<file path="config.mk">
export PLATFORM = sky130hd
export DESIGN_NAME = tmrd_diag
export DESIGN_NICKNAME = d
export VERILOG_FILES = /design/src/design/dummy_unused_never.sv /design/src/design/tmrd_pkg.sv /design/src/design/tmrd_vote_if.sv /design/src/design/tmrd_diag.sv /design/src/design/tmrd_mis_cmp.sv /design/src/design/tmrd_voter.sv
export SDC_FILE = /design/constraint.sdc
export NUM_CORES = 1
export LEC_CHECK = 0
export BUFFER_PORTS_ARGS = -buffer_cell sky130_fd_sc_hd__buf_2
export CELL_PAD_IN_SITES_DETAIL_PLACEMENT = 1
export CELL_PAD_IN_SITES_GLOBAL_PLACEMENT = 1
export CORE_UTILIZATION = 28
export CTS_CLUSTER_DIAMETER = 100
export CTS_CLUSTER_SIZE = 16
export DETAILED_ROUTE_END_ITERATION = 10
export PLACE_DENSITY = 0.67
export SYNTH_ARGS = -nofsm -noshare
export SYNTH_HDL_FRONTEND = slang
export SYNTH_SLANG_ARGS = --single-unit
</file>
<file path="constraint.sdc">
create_clock -name core_clk -period 3.8 [get_ports core_clk]
set_clock_uncertainty 0.2 [all_clocks]
set_input_delay 0.76 -clock core_clk [delete_from_list [all_inputs] [get_ports core_clk]]
set_output_delay 0.76 -clock core_clk [all_outputs]
set_load 0.01 [all_outputs]
</file>
<file path="src/design/dummy_unused_never.sv">
`timescale 1ns/10ps
`default_nettype none
`default_nettype wire

</file>
<file path="src/design/tmrd_pkg.sv">
package tmrd_pkg;
  // ==========================================================
  // Clock and timing
  localparam int unsigned CLK_MHZ = 100;
  localparam int unsigned SAMPLE_MS = 20;
  localparam int unsigned SAMPLE_CYC = SAMPLE_MS * 1000 * CLK_MHZ;
  localparam int unsigned GLITCH_US = 2000;
  localparam int unsigned GLITCH_CYC = GLITCH_US * CLK_MHZ;
  // Inversion is kept well below the glitch limit to leave margin
  localparam int unsigned INV3_CYC = GLITCH_CYC / 4;
  localparam int unsigned WATCH_CYC = GLITCH_CYC;
  localparam int unsigned STEP2_CYC = 1000;
  localparam int unsigned DIAG_GAP_CYC = 100000;
  // ==========================================================
  // Deviation thresholds and persistence
  localparam int unsigned ISO_DEV_BP = 50;
  localparam int unsigned DC_DEV_BP = 25;
  localparam int unsigned BP_SCALE = 10000;
  localparam int unsigned ISO_PERSIST = 256;
  localparam int unsigned DC_PERSIST = 25;
  // ==========================================================
  // Reset values
  localparam logic [1:0] ROT_RST = 2'h0;
  localparam logic [2:0] INV_RST = 3'h0;
  // ==========================================================
  // Output self check sequencer
  typedef enum logic [2:0] {
    OV_IDLE = 3'h0,
    OV_STEP1 = 3'h1,
    OV_STEP2 = 3'h2,
    OV_STEP3 = 3'h3,
    OV_WATCH = 3'h4
  } tmrd_ov_state_type;

  function automatic logic tmrd_maj(input logic [2:0] v);
    tmrd_maj = (v[0] & v[1]) | (v[1] & v[2]) | (v[0] & v[2]);
  endfunction
endpackage

</file>
<file path="src/design/tmrd_vote_if.sv">
`timescale 1ns/10ps
`default_nettype none
interface tmrd_vote_if;
  logic [2:0] cmd;
  logic [2:0] inv;
  logic drive;
  modport ctrl (output cmd, output inv, input drive);
  modport voter (input cmd, input inv, output drive);
endinterface
`default_nettype wire

</file>
<file path="src/design/tmrd_diag.sv">
`timescale 1ns/10ps
`default_nettype none
module tmrd_diag #(
  parameter int W = 12,
  parameter int unsigned SAMPLE_CYC = tmrd_pkg::SAMPLE_CYC,
  parameter int unsigned INV3_CYC = tmrd_pkg::INV3_CYC,
  parameter int unsigned WATCH_CYC = tmrd_pkg::WATCH_CYC,
  parameter int unsigned GLITCH_CYC = tmrd_pkg::GLITCH_CYC,
  parameter int unsigned DIAG_GAP_CYC = tmrd_pkg::DIAG_GAP_CYC,
  parameter int unsigned STEP2_CYC = tmrd_pkg::STEP2_CYC,
  parameter logic [W-1:0] REF_LO = W'(256),
  parameter logic [W-1:0] REF_HI = W'(3840),
  parameter logic [W-1:0] CAL_TOL = W'(16)
) (
  input wire logic core_clk,
  input wire logic arst_n,
  input wire logic [2:0][W-1:0] leg_sample,
  input wire logic iso_sample_stb,
  input wire logic direct_mode,
  input wire logic cal_stb,
  input wire logic [2:0][W-1:0] cal_lo_meas,
  input wire logic [2:0][W-1:0] cal_hi_meas,
  input wire logic [2:0] mp_fault_cmd,
  input wire logic fault_clear,
  input wire logic [2:0] leg_cmd,
  input wire logic load_sense,
  input wire logic triac_mode,
  output logic load_drive,
  output logic fault_led,
  output logic chassis_alarm,
  output logic [2:0] ai_leg_report,
  output logic ai_input_fault,
  output logic [2:0] cal_leg_bad,
  output logic [2:0][W-1:0] cal_offset,
  output logic [2:0][W-1:0] cal_span,
  output logic [2:0] out_disc,
  output logic sw_fail,
  output logic stuck_on,
  output logic stuck_off
);
  // ==========================================================
  // State
  typedef struct packed {
    tmrd_pkg::tmrd_ov_state_type ov;
    logic [31:0] tmr;
    logic [31:0] smp;
    logic tick;
    logic [1:0] rot2;
    logic [1:0] rot3;
    logic [2:0] inv;
    logic [2:0] cmd;
    logic [2:0] cmd_cap;
    logic base;
    logic glitch;
    logic step_fail;
    logic fault;
    logic alarm;
    logic ai_fault;
    logic sw_fail;
    logic stuck_on;
    logic stuck_off;
    logic [2:0] out_disc;
    logic [2:0] cal_bad;
    logic [2:0][W-1:0] offset;
    logic [2:0][W-1:0] span;
  } tmrd_st_type;

  tmrd_st_type st_ff;
  tmrd_st_type nxt_st;
  tmrd_vote_if vif ();
  logic mc_stb;
  logic [2:0] mc_odd;
  logic mc_fault;
  logic [8:0] mc_run;
  logic abort;
  logic voted;

  function automatic logic [1:0] next3(input logic [1:0] r);
    next3 = (r == 2'h2) ? 2'h0 : r + 2'h1;
  endfunction

  function automatic logic [W-1:0] adiff(input logic [W-1:0] x,
                                         input logic [W-1:0] y);
    adiff = (x > y) ? x - y : y - x;
  endfunction

  // ==========================================================
  // Submodules
  assign mc_stb = direct_mode ? st_ff.tick : iso_sample_stb;

  tmrd_mis_cmp #(
    .W(W)
  ) u_mis_cmp (
    .core_clk(core_clk),
    .arst_n(arst_n),
    .sample_stb(mc_stb),
    .direct_mode(direct_mode),
    .leg_val(leg_sample),
    .odd_leg(mc_odd),
    .persist_fault(mc_fault),
    .run_len(mc_run)
  );

  assign vif.cmd = st_ff.cmd;
  assign vif.inv = st_ff.inv;

  tmrd_voter u_voter (
    .core_clk(core_clk),
    .arst_n(arst_n),
    .vif(vif)
  );

  // ==========================================================
  // Next state
  always_comb begin
    nxt_st = st_ff;
    voted = tmrd_pkg::tmrd_maj(st_ff.cmd);
    // Command changes mid test would make any verdict meaningless
    abort = st_ff.cmd != st_ff.cmd_cap;
    nxt_st.cmd = leg_cmd;
    nxt_st.step_fail = 1'b0;
    nxt_st.cal_bad = 3'h0;
    nxt_st.alarm = st_ff.fault;
    nxt_st.out_disc = {3{voted}} ^ st_ff.cmd;
    // Sample pacing for the direct coupled variant
    if (st_ff.smp >= SAMPLE_CYC - 1) begin
      nxt_st.smp = 32'h0;
      nxt_st.tick = 1'b1;
    end else begin
      nxt_st.smp = st_ff.smp + 32'h1;
      nxt_st.tick = 1'b0;
    end
    // Self calibration, references must both be in tolerance
    if (cal_stb && direct_mode) begin
      for (int i = 0; i < 3; i++) begin
        if (adiff(cal_lo_meas[i], REF_LO) <= CAL_TOL &&
            adiff(cal_hi_meas[i], REF_HI) <= CAL_TOL) begin
          nxt_st.offset[i] = cal_lo_meas[i] - REF_LO;
          nxt_st.span[i] = cal_hi_meas[i] - cal_lo_meas[i];
        end else begin
          nxt_st.cal_bad[i] = 1'b1;
        end
      end
    end
    // Sticky flags: clear first so a same cycle set wins
    if (fault_clear) begin
      nxt_st.fault = 1'b0;
      nxt_st.ai_fault = 1'b0;
      nxt_st.sw_fail = 1'b0;
      nxt_st.stuck_on = 1'b0;
      nxt_st.stuck_off = 1'b0;
    end
    if (mc_fault) begin
      nxt_st.ai_fault = 1'b1;
    end
    if (mc_fault || (|st_ff.cal_bad) || st_ff.step_fail) begin
      nxt_st.fault = 1'b1;
    end
    if (|mp_fault_cmd) begin
      nxt_st.fault = 1'b1;
    end
    // Output self check sequence
    case (st_ff.ov)
      tmrd_pkg::OV_IDLE: begin
        nxt_st.inv = tmrd_pkg::INV_RST;
        if (st_ff.tmr >= DIAG_GAP_CYC - 1) begin
          nxt_st.tmr = 32'h0;
          nxt_st.ov = tmrd_pkg::OV_STEP1;
        end else begin
          nxt_st.tmr = st_ff.tmr + 32'h1;
        end
      end
      tmrd_pkg::OV_STEP1: begin
        nxt_st.cmd_cap = st_ff.cmd;
        nxt_st.base = load_sense;
        nxt_st.glitch = 1'b0;
        nxt_st.tmr = 32'h0;
        if (load_sense != voted) begin
          nxt_st.step_fail = 1'b1;
          nxt_st.ov = tmrd_pkg::OV_IDLE;
        end else begin
          nxt_st.inv = 3'h1 << st_ff.rot2;
          nxt_st.ov = tmrd_pkg::OV_STEP2;
        end
      end
      tmrd_pkg::OV_STEP2: begin
        if (load_sense != st_ff.base) begin
          nxt_st.glitch = 1'b1;
        end
        if (abort) begin
          nxt_st.inv = tmrd_pkg::INV_RST;
          nxt_st.tmr = 32'h0;
          nxt_st.ov = tmrd_pkg::OV_IDLE;
        end else if (st_ff.tmr >= STEP2_CYC - 1) begin
          nxt_st.inv = tmrd_pkg::INV_RST;
          nxt_st.tmr = 32'h0;
          nxt_st.rot2 = next3(st_ff.rot2);
          if (st_ff.glitch || load_sense != st_ff.base) begin
            nxt_st.step_fail = 1'b1;
            nxt_st.sw_fail = 1'b1;
            nxt_st.ov = tmrd_pkg::OV_IDLE;
          end else if (triac_mode) begin
            nxt_st.ov = tmrd_pkg::OV_IDLE;
          end else begin
            nxt_st.glitch = 1'b0;
            case (st_ff.rot3)
              2'h0: nxt_st.inv = 3'h3;
              2'h1: nxt_st.inv = 3'h6;
              default: nxt_st.inv = 3'h5;
            endcase
            nxt_st.ov = tmrd_pkg::OV_STEP3;
          end
        end else begin
          nxt_st.tmr = st_ff.tmr + 32'h1;
        end
      end
      tmrd_pkg::OV_STEP3: begin
        if (load_sense != st_ff.base) begin
          nxt_st.glitch = 1'b1;
        end
        if (abort) begin
          nxt_st.inv = tmrd_pkg::INV_RST;
          nxt_st.tmr = 32'h0;
          nxt_st.ov = tmrd_pkg::OV_IDLE;
        end else if (st_ff.tmr >= INV3_CYC - 1) begin
          nxt_st.inv = tmrd_pkg::INV_RST;
          nxt_st.tmr = 32'h0;
          nxt_st.ov = tmrd_pkg::OV_WATCH;
        end else begin
          nxt_st.tmr = st_ff.tmr + 32'h1;
        end
      end
      tmrd_pkg::OV_WATCH: begin
        nxt_st.inv = tmrd_pkg::INV_RST;
        if (load_sense != st_ff.base) begin
          nxt_st.glitch = 1'b1;
        end
        if (abort) begin
          nxt_st.tmr = 32'h0;
          nxt_st.ov = tmrd_pkg::OV_IDLE;
        end else if (st_ff.tmr >= WATCH_CYC - 1) begin
          nxt_st.tmr = 32'h0;
          nxt_st.rot3 = next3(st_ff.rot3);
          nxt_st.ov = tmrd_pkg::OV_IDLE;
          if (!st_ff.glitch) begin
            nxt_st.step_fail = 1'b1;
            if (st_ff.base) begin
              nxt_st.stuck_on = 1'b1;
            end else begin
              nxt_st.stuck_off = 1'b1;
            end
          end
        end else begin
          nxt_st.tmr = st_ff.tmr + 32'h1;
        end
      end
      default: begin
        nxt_st.inv = tmrd_pkg::INV_RST;
        nxt_st.tmr = 32'h0;
        nxt_st.ov = tmrd_pkg::OV_IDLE;
      end
    endcase
  end

  // ==========================================================
  // Registers
  always_ff @(posedge core_clk or negedge arst_n) begin
    if (!arst_n) begin
      st_ff <= '0;
    end else begin
      st_ff <= nxt_st;
    end
  end

  assign load_drive = vif.drive;
  assign fault_led = st_ff.fault;
  assign chassis_alarm = st_ff.alarm;
  assign ai_leg_report = mc_odd;
  assign ai_input_fault = st_ff.ai_fault;
  assign cal_leg_bad = st_ff.cal_bad;
  assign cal_offset = st_ff.offset;
  assign cal_span = st_ff.span;
  assign out_disc = st_ff.out_disc;
  assign sw_fail = st_ff.sw_fail;
  assign stuck_on = st_ff.stuck_on;
  assign stuck_off = st_ff.stuck_off;
endmodule
`default_nettype wire

</file>
<file path="src/design/tmrd_mis_cmp.sv">
`timescale 1ns/10ps
`default_nettype none
module tmrd_mis_cmp #(
  parameter int W = 12
) (
  input wire logic core_clk,
  input wire logic arst_n,
  input wire logic sample_stb,
  input wire logic direct_mode,
  input wire logic [2:0][W-1:0] leg_val,
  output logic [2:0] odd_leg,
  output logic persist_fault,
  output logic [8:0] run_len
);
  // ==========================================================
  // Thresholds, rounded up so a smaller change never counts
  localparam int unsigned FS = (2 ** W) - 1;
  localparam int unsigned THR_ISO =
    (FS * tmrd_pkg::ISO_DEV_BP + tmrd_pkg::BP_SCALE - 1) / tmrd_pkg::BP_SCALE;
  localparam int unsigned THR_DC =
    (FS * tmrd_pkg::DC_DEV_BP + tmrd_pkg::BP_SCALE - 1) / tmrd_pkg::BP_SCALE;

  typedef struct packed {
    logic [8:0] cnt;
    logic [2:0] odd;
    logic flt;
  } tmrd_mc_type;

  tmrd_mc_type st_ff;
  tmrd_mc_type nxt_st;
  logic [W-1:0] thr;
  logic [8:0] lim;
  logic far_ab;
  logic far_bc;
  logic far_ac;
  logic dev;

  function automatic logic [W-1:0] adiff(input logic [W-1:0] x,
                                         input logic [W-1:0] y);
    adiff = (x > y) ? x - y : y - x;
  endfunction

  // ==========================================================
  // Deviation detect and persistence count
  always_comb begin
    thr = direct_mode ? W'(THR_DC) : W'(THR_ISO);
    lim = direct_mode ? 9'(tmrd_pkg::DC_PERSIST) : 9'(tmrd_pkg::ISO_PERSIST);
    far_ab = adiff(leg_val[0], leg_val[1]) >= thr;
    far_bc = adiff(leg_val[1], leg_val[2]) >= thr;
    far_ac = adiff(leg_val[0], leg_val[2]) >= thr;
    dev = far_ab | far_bc | far_ac;
  end

  always_comb begin
    nxt_st = st_ff;
    nxt_st.odd = 3'h0;
    nxt_st.flt = 1'b0;
    if (sample_stb) begin
      if (dev) begin
        // A leg far from both neighbours is the one reported
        nxt_st.odd = {far_bc & far_ac, far_ab & far_bc, far_ab & far_ac};
        if (st_ff.cnt < lim) begin
          nxt_st.cnt = st_ff.cnt + 9'h1;
        end
        if (st_ff.cnt == lim - 9'h1) begin
          nxt_st.flt = 1'b1;
        end
      end else begin
        nxt_st.cnt = 9'h0;
      end
    end
  end

  always_ff @(posedge core_clk or negedge arst_n) begin
    if (!arst_n) begin
      st_ff <= '0;
    end else begin
      st_ff <= nxt_st;
    end
  end

  assign odd_leg = st_ff.odd;
  assign persist_fault = st_ff.flt;
  assign run_len = st_ff.cnt;
endmodule
`default_nettype wire

</file>
<file path="src/design/tmrd_voter.sv">
`timescale 1ns/10ps
`default_nettype none
module tmrd_voter (
  input wire logic core_clk,
  input wire logic arst_n,
  tmrd_vote_if.voter vif
);
  // ==========================================================
  // State
  typedef struct packed {
    logic drive;
  } tmrd_vt_type;

  tmrd_vt_type st_ff;
  tmrd_vt_type nxt_st;

  // ==========================================================
  // Two out of three vote on the possibly inverted leg commands
  always_comb begin
    nxt_st = st_ff;
    nxt_st.drive = tmrd_pkg::tmrd_maj(vif.cmd ^ vif.inv);
  end

  always_ff @(posedge core_clk or negedge arst_n) begin
    if (!arst_n) begin
      st_ff <= '0;
    end else begin
      st_ff <= nxt_st;
    end
  end

  assign vif.drive = st_ff.drive;
endmodule
`default_nettype wire
</file>
==> flow_summary.json, run 1 <==
{
  "status": "finished, violations left",
  "violations": "setup timing",
  "portBuffers": 209,
  "fin_tns_setup_ns": -9.10,
  "synth_xor_area_frac": 0.0674,
  "fmax_mhz": 219,
  "slew_violations": 0,
  "start_util": 0.283,
  "remaining_drc_errors": 0,
  "slowest_stage": "or4_4",
  "synth_ff_type": "dfrtp_1",
  "post-route-min-period_ns": 4.57,
  "cts_tree": "done",
  "clock_path_buffers": 2,
  "synth-simple-area-share": 0.181,
  "arrival_ns": 4.68,
  "drt_first_pass_iters": 4,
  "ctsHoldBuffers": 0,
  "synthAdderAreaFrac": 0.132,
  "synth_edf_count": 0,
  "slowest_delay_ns": 0.43,
  "cts_made_buffers": 17,
  "setup_ws_ns": -0.767,
  "nets": 2240,
  "yosysWarnings": 0,
  "yosys_register_bits": 182,
  "worst_pin_slew_ns": 0.843,
  "criticalPathCategory": "in2reg",
  "grt_max_degree": 101,
  "wl_per_cell_microns": 16.3,
  "avgSynthCellArea_sq_um": 8.70,
  "worst_setup_path_start_kind": "primary input",
  "crit_required_ns": 3.91,
  "hold_path.class": "in2async",
  "final-setup-viol-count": 13,
  "fill_cells": 6077,
  "drive_above_1_share": 0.270,
  "place_area_sq_um": 17200,
  "synthArstFlopShare": 1.00,
  "netlist_area_sq_um": 14200,
  "cp_max_fo": 6,
  "overflow": 0,
  "final_cell_mix": "220 x buf_4, 206 x buf_2, 182 x dfrtp_1",
  "pin_count": 210,
  "critPathLaunch": "leg_sample[12]",
  "synth_mux_area_frac": 0.0286,
  "rsz0062_at_grt": "yes",
  "dieArea_sq_um": 51500,
  "syn_inst": 1629,
  "leakage_nw": 8.90,
  "diodes": 0,
  "worst_setup_path_end_kind": "register",
  "grt.total_usage": 0.170,
  "die_w_microns": 227,
  "grt_pass1_wl_mm": 69.7,
  "path_cells": "buf_12, inv_12, ha_4, inv_2, fa_2, a211oi_2, o211ai_1, nand2_1, o31ai_4, o31ai_4, mux2i_2, o21ai_1, a21oi_2, xnor2_1, ha_1, o21ai_1, a21oi_1, a211o_1, or4_4, nor4_4, a32o_2, and3_4, a21oi_1",
  "timing.rr.start": "st_ff[133]",
  "ys_types": 79,
  "cap_viol_max_count": 0,
  "synth_top_family_by_area": "compound AO/OA/AOI/OAI gates",
  "clockRootBuffer": "clkbuf_16",
  "synth_compound_area_frac": 0.181,
  "die_h_microns": 227,
  "routed_wl_mm": 43.3,
  "hpwl_mm": 35.7,
  "clk_pin_slew_ns": 0.07,
  "place_congestion": 0.887,
  "h-tree-depth": 4,
  "final_common_cell": "buf_4",
  "antenna_found_initial": 0,
  "design.core.area_sq_um": 50100,
  "areaGrowthSynthToFinish_pct": 26.4,
  "clk_latency_ns": 0.44,
  "p_per_area_nw_per_um2": 325,
  "design_area_sq_um": 17900,
  "hold_viol_final": 0,
  "vias_per_cell": 4.81,
  "irDropWorstVdd_uv": 271,
  "drt-initial-drc-count": 521,
  "clock-sinks": 182,
  "grt_pass1_vias": 13475,
  "whs_ns": 0.200,
  "num_vias": 12788,
  "rows": 82,
  "fin_crit_sh": 1.20,
  "slew_headroom": 0.438,
  "ant_nets": 0,
  "ys_seq_area_frac": 0.322
}
-- logic make-up after synthesis --
family,after synthesis
AOI/OAI and AO/OA,394
DFF,182
and+or+nand+nor,511
other,1
xor gates and xnor gates,109
buffers and inverters,249
adders and majority gates,145
muxes,38
-- critical path, delay by kind of cell --
kind / cells / cell delay (ns)
AO/OA/AOI/OAI: 11 / 1.50
buffers and inverters: 3 / 0.20
AND/OR/NAND/NOR: 4 / 1.04
adder cells (fa/ha/maj): 3 / 0.74
multiplexers: 1 / 0.29
XOR/XNOR: 1 / 0.15
-- per-layer routing --
metal  GRT usage  wire (microns)  up-vias
li1            -               -     6304
met1       0.219           20400     6296
met2       0.302           21400      162
met3      0.0189            1090       26
met4      0.0360             352        0
met5           0               0        -
-- where the power goes --
group          internal, mW  switching (mW)
registers              2.06           0.116
clock network         0.987           0.815
logic                 0.860           0.983
total                  3.91            1.91
-- final timing paths --
path | to | slack (ns) | cells past startpoint
hold / removal | cal_offset[17] | 0.20 | 1
min in group core_clk | chassis_alarm | 0.21 | 0
setup reg to reg | st_ff[167] | 0.64 | 11
max in group asynchronous | cal_offset[6] | 2.43 | 2
hold reg to reg | chassis_alarm | 0.21 | 0
setup / recovery | u_mis_cmp.run_len[4] | -0.77 | 23
-- metrics by stage --
stage	utilization	total power [mW]	instances	setup slack [ns]
global route	0.358	6.17	2661	-0.917
global placement	0.343	3.93	2622	-1.24
finish	0.358	5.82	2661	-0.767
CTS	0.357	5.88	2661	-0.821
detailed placement	0.343	4.00	2622	-1.40
floorplan	-	3.25	1653	-0.854
-- cell usage after synthesis (7+ instances only) --
cell / instances / area, sq um
a211o_1: 8 / 70.1
and2_1: 7 / 43.8
a21boi_0: 12 / 90.1
dfrtp_1: 182 / 4550
inv_1: 118 / 443
and3_1: 18 / 113
xor2_1: 58 / 508
fa_1: 9 / 180
ha_1: 133 / 1660
nor3_1: 30 / 150
mux2i_1: 18 / 180
a211oi_1: 12 / 90.1
xnor2_1: 51 / 447
o211ai_1: 10 / 75.1
nor2b_1: 24 / 150
or4_1: 8 / 60.1
nand3b_1: 11 / 82.6
o21bai_1: 12 / 90.1
or3_1: 12 / 75.1
buf_2: 16 / 80.1
o21ai_0: 113 / 566
nor4_1: 20 / 125
nand2_1: 142 / 533
nor2_1: 122 / 458
a21oi_1: 79 / 395
buf_4: 78 / 586
o21a_1: 11 / 82.6
a21o_1: 40 / 300
nand2b_1: 24 / 150
clkbuf_1: 37 / 139
mux2_2: 20 / 225
a31oi_1: 17 / 106
nand4_1: 15 / 93.8
nand3_1: 43 / 215
o31ai_1: 13 / 97.6
-- final cells by class --
cell class,instances,area [sq um],share of cell area
tap,672,841,0.0470
clock inverter,14,163,0.00909
multi-input combinational,1223,8630,0.482
sequential,182,4550,0.254
inverter,118,455,0.0254
clock buffer,18,429,0.0240
timing repair buffer,434,2830,0.158
-- what timing repair did --
item | in CTS | in global routing
gates cloned | 1 | 0
setup buffers | 6 | 0
gates resized for setup | 13 | 10
endpoints found under the setup margin | 13 | 13
hold endpoints to repair | 0 | 0
pin swaps | 20 | 5
-- sequential cells by signal (all words and copies together), names as in the netlist, 3 cells and up --
name / count
cal_leg_bad: 3
cal_offset: 36
cal_span: 36
out_disc: 3
st_ff: 78
u_mis_cmp.odd_leg: 3
u_mis_cmp.run_len: 9
vif.cmd: 3
vif.inv: 3
Note: power is estimated with default switching activity, not from simulation.
==> run 2, diff against run 1 <==
--- a/config.mk
+++ b/config.mk
@@ -16,3 +16,4 @@
 export SYNTH_ARGS = -nofsm -noshare
 export SYNTH_HDL_FRONTEND = slang
 export SYNTH_SLANG_ARGS = --single-unit
+export TNS_END_PERCENT = 50
==> flow_summary.json, run 2 (synthesis results as in run 1) <==
{
  "status": "finished, violations left",
  "violations": "setup timing",
  "clock-sinks": 182,
  "grt_busiest_layer": "met2",
  "irDropWorstVdd_uv": 258,
  "setup_ws_ns": -0.922,
  "hold_path.class": "in2async",
  "drt-initial-drc-count": 547,
  "die_w_microns": 227,
  "worst_setup_path_start_kind": "primary input",
  "clock_path_buffers": 2,
  "slew_violations": 0,
  "h-tree-depth": 4,
  "fill_cells": 6049,
  "clk_pin_slew_ns": 0.07,
  "finish.utilization": 0.357,
  "drive_above_1_share": 0.267,
  "place_ws_ns": -1.44,
  "final-setup-viol-count": 13,
  "overflow": 0,
  "clockRootBuffer": "clkbuf_16",
  "routed_wl_mm": 43.6,
  "criticalPathCategory": "in2reg",
  "use_met2": 0.296,
  "pin_count": 210,
  "remaining_drc_errors": 0,
  "dieArea_sq_um": 51500,
  "worst_setup_path_end_kind": "register",
  "hpwl_mm": 35.9,
  "die_h_microns": 227,
  "largest_reg_flops": 78,
  "cts_made_buffers": 17,
  "multiInputGateArea_sq_um": 8650,
  "post-route-min-period_ns": 4.72,
  "design_area_sq_um": 17900,
  "cp_max_fo": 6,
  "cap_viol_max_count": 0,
  "rr_endpoint": "st_ff[84]",
  "final_common_cell": "buf_4",
  "crit_required_ns": 3.92,
  "rows": 82,
  "ff2ff_setup_slack_ns": 0.69,
  "portBuffers": 209,
  "slew_headroom": 0.507,
  "ff_latch_area_sq_um": 4550,
  "drt_first_pass_iters": 5,
  "wl_per_cell_microns": 16.4,
  "rr_worst_depth": 10,
  "use_met1": 0.221,
  "fin_crit_sh": 1.24,
  "gr-usage-met3": 0.0181,
  "final_cell_mix": "216 x buf_4, 206 x buf_2, 182 x dfrtp_1",
  "cts_tree": "done",
  "place_area_sq_um": 17100,
  "num_vias": 12740,
  "antenna_found_initial": 1,
  "design.core.area_sq_um": 50100,
  "vias_per_cell": 4.80,
  "arrival_ns": 4.85,
  "clk_latency_ns": 0.45,
  "grt_pass1_wl_mm": 70.3,
  "rsz0062_at_grt": "yes",
  "timing.rr.start": "st_ff[133]",
  "grt_max_degree": 80,
  "hold_viol_final": 0,
  "finalPower_mw": 5.83,
  "place_congestion": 0.913,
  "p_per_area_nw_per_um2": 326,
  "ant_nets": 0,
  "nets": 2233,
  "leakage_nw": 8.89,
  "start_util": 0.283,
  "areaGrowthSynthToFinish_pct": 26.1,
  "fmax_mhz": 212,
  "grt.total_usage": 0.171,
  "grt_pass1_vias": 13576,
  "top_register": "st_ff",
  "worst_pin_slew_ns": 0.730
}
-- run 2: stage by stage --
stage	std cells	TNS, ns	hold WS, ns
floorplan	1653	-10.11	0.229
global placement	2613	-17.13	0.187
detailed placement	2613	-23.65	0.203
CTS	2651	-9.90	0.117
global route	2655	-12.69	0.129
finish	2655	-11.14	0.0931
-- run 2: worst max-delay path, stage by stage --
cell      delay, ns
buf_12         0.11
inv_12         0.04
ha_4           0.11
inv_2          0.04
fa_2           0.38
a211oi_4       0.28
o211ai_1       0.14
nand2_1        0.16
o31ai_4        0.08
o31ai_4        0.12
mux2i_2        0.30
o21ai_1        0.09
a21oi_1        0.16
xnor2_1        0.15
ha_1           0.26
o21ai_1        0.11
a21oi_2        0.06
a211o_1        0.24
or4_4          0.43
nor4_4         0.21
a32o_2         0.24
and3_4         0.27
a21oi_1        0.08
-- run 2: worst max path at each step --
stage | to | start | slack, ns
CTS | u_mis_cmp.run_len[4] | leg_sample[12] | -0.83
global route | u_mis_cmp.run_len[4] | leg_sample[12] | -1.04
finish | u_mis_cmp.run_len[4] | leg_sample[12] | -0.92
floorplan | u_mis_cmp.run_len[0] | leg_sample[12] | -0.85
detailed placement | u_mis_cmp.run_len[3] | leg_sample[12] | -1.44
global placement | u_mis_cmp.persist_fault | leg_sample[12] | -1.27
-- run 2: repair_timing --
| action | 4_1_cts | 5_1_grt |
|---|---|---|
| setup buffers | 5 | 3 |
| gates resized for setup | 15 | 6 |
| pin swaps | 13 | 11 |
| gates cloned | 1 | 0 |
| setup endpoints to repair | 13 | 13 |
| hold buffers | 0 | 0 |
-- run 2: layout make-up --
| type | instances | share of cell area |
|---|---|---|
| multi-input combinational | 1223 | 0.484 |
| clock buffer | 17 | 0.0238 |
| timing repair buffer | 427 | 0.154 |
| tap | 672 | 0.0471 |
| inverter | 118 | 0.0255 |
| antenna | 1 | 0.000140 |
| clock inverter | 15 | 0.0105 |
| sequential | 182 | 0.255 |
-- run 2: routing by layer --
layer	share of wire	vias to the layer above
met1	0.47	6183
met3	0.028	40
met5	0	-
li1	-	6302
met4	0.019	0
met2	0.49	215
-- run 2: power breakdown --
part / total, mW / leakage (nW) / switching, mW / internal [mW]
logic: 1.83 / 6.21 / 0.982 / 0.849
registers: 2.17 / 2.39 / 0.114 / 2.06
clock network: 1.82 / 0.292 / 0.876 / 0.947
==> run 3, diff against run 2 <==
==> constraint.sdc (replaced) <==
create_clock -name core_clk -period 4.7 [get_ports core_clk]
set_clock_uncertainty 0.2 [all_clocks]
set_input_delay 0.94 -clock core_clk [delete_from_list [all_inputs] [get_ports core_clk]]
set_output_delay 0.94 -clock core_clk [all_outputs]
set_load 0.01 [all_outputs]
==> flow_summary.json, run 3 (synthesis results as in run 1) <==
{
  "numPlacedInstances": 2570,
  "rows": 82,
  "final_cell_mix": "206 x buf_2, 182 x dfrtp_1, 176 x buf_4",
  "leakage_nw": 8.67,
  "diodes": 0,
  "clock_path_buffers": 2,
  "design.core.area_sq_um": 50100,
  "cp_max_fo": 6,
  "vias_per_cell": 4.83,
  "drt-initial-drc-count": 644,
  "grt_busiest_layer": "met2",
  "cap_viol_max_count": 0,
  "clock-sinks": 182,
  "drive_above_1_share": 0.250,
  "clockRootBuffer": "clkbuf_16",
  "grt_max_degree": 113,
  "fmax_mhz": 208,
  "switching_power_mw": 1.60,
  "hold_viol_final": 0,
  "setup_ws_ns": -0.107,
  "remaining_drc_errors": 0,
  "clk_pin_slew_ns": 0.08,
  "final-setup-viol-count": 10,
  "combPwrFrac": 0.308,
  "cts_made_buffers": 17,
  "ff2ff_setup_slack_ns": 1.63,
  "fin_tns_setup_ns": -0.944,
  "h-tree-depth": 4,
  "clk_latency_ns": 0.45,
  "post-route-min-period_ns": 4.81,
  "cts_tree": "done",
  "swShare": 0.344,
  "die_w_microns": 227,
  "crit_required_ns": 4.80,
  "antenna_found_initial": 0,
  "die_h_microns": 227,
  "fill_cells": 6079,
  "p_per_area_nw_per_um2": 266,
  "pwr-share-seq": 0.377,
  "fin_crit_sh": 1.02,
  "start_util": 0.283,
  "rsz0062_at_grt": "yes",
  "portBuffers": 209,
  "num_vias": 12632,
  "p_clk_frac": 0.315,
  "arrival_ns": 4.91,
  "dieArea_sq_um": 51500,
  "gr-usage-met3": 0.0196,
  "grt.total_usage": 0.167,
  "routed_wl_mm": 42.5,
  "criticalPathCategory": "in2reg",
  "status": "finished, violations left",
  "top_register": "st_ff",
  "worst_setup_path_start_kind": "primary input",
  "place_area_sq_um": 16700,
  "use_met2": 0.290,
  "areaGrowthSynthToFinish_pct": 23.6,
  "hold_path.class": "reg2reg",
  "ant_nets": 0,
  "final_cells": 2613,
  "place_congestion": 0.891,
  "pin_count": 210,
  "slew_headroom": 0.354,
  "ctsHoldBuffers": 0,
  "internal_power_mw": 3.05,
  "slew_violations": 0,
  "finish.utilization": 0.350,
  "nets": 2192,
  "overflow": 0,
  "irDropWorstVdd_uv": 278,
  "ff_latch_area_sq_um": 4550,
  "final_common_cell": "buf_2",
  "multiInputGateArea_sq_um": 8600,
  "use_met1": 0.216,
  "grt_pass1_vias": 13478,
  "wl_per_cell_microns": 16.3,
  "worst_setup_path_end_kind": "register",
  "worst_pin_slew_ns": 0.969,
  "finalPower_mw": 4.65,
  "largest_reg_flops": 78,
  "hpwl_mm": 34.9,
  "drt_first_pass_iters": 5,
  "grt_pass1_wl_mm": 68.7,
  "design_area_sq_um": 17500,
  "violations": "setup timing"
}
[run 3: metrics by stage]
| step | setup WS, ns | hold WS [ns] |
|---|---|---|
| 3_3_place_gp | -0.529 | 0.185 |
| 5_1_grt | -0.290 | 0.229 |
| 3_5_place_dp | -0.705 | 0.197 |
| 6_report | -0.107 | 0.216 |
| 2_1_floorplan | -0.134 | 0.229 |
| 4_1_cts | -0.0363 | 0.213 |
[run 3: worst max-delay path: stages]
cell and delay [ns]:
buf_12 0.11, inv_12 0.05, ha_4 0.11, inv_2 0.03
fa_2 0.36, a211oi_2 0.26, o211ai_1 0.15, nand2_1 0.16
o31ai_4 0.09, o31ai_4 0.12, mux2i_1 0.27, o21ai_1 0.08
a21oi_1 0.18, xnor2_1 0.14, ha_1 0.27, o21ai_2 0.08
a21oi_2 0.05, a211o_1 0.22, or4_4 0.44, nor4_4 0.26
a32o_2 0.22, and3_4 0.24, nor4_1 0.06
[run 3: routing by layer]
| metal | vias up | share of wire |
|---|---|---|
| met5 | - | 0 |
| met3 | 48 | 0.027 |
| li1 | 6218 | - |
| met1 | 6177 | 0.47 |
| met2 | 189 | 0.49 |
| met4 | 0 | 0.019 |
[run 3: path summary, 6_finish.rpt]
kind | from | to | cells past startpoint
setup / recovery | leg_sample[12] | u_mis_cmp.persist_fault | 23
hold / removal | fault_led | chassis_alarm | 0
setup reg to reg | st_ff[133] | st_ff[84] | 10
hold reg to reg | fault_led | chassis_alarm | 0
max in group asynchronous | arst_n | cal_offset[1] | 2
min in group asynchronous | arst_n | cal_offset[17] | 1
[run 3: layout make-up]
class	instances	share of cell area
Clock buffer	17	0.0243
Tap cell	672	0.0480
Timing Repair Buffer	386	0.139
Clock inverter	15	0.0112
Sequential cell	182	0.260
Inverter	118	0.0260
Multi-Input combinational cell	1223	0.492
[run 3: timing repair]
action | 4_1_cts | 5_1_grt
pin swaps | 6 | 13
buffers inserted | 9 | 1
cloned | 1 | 0
resized for setup | 10 | 5
setup endpoints to repair | 11 | 12
[run 3: power by group through the flow]
stage	clock (mW)	combinational, mW	sequential (mW)
final	1.46	1.43	1.76
after global placement	0	1.35	1.78
after detailed placement	0	1.40	1.79
after global routing	1.57	1.60	1.77
after floorplan	0	0.869	1.76
after CTS	1.52	1.43	1.76
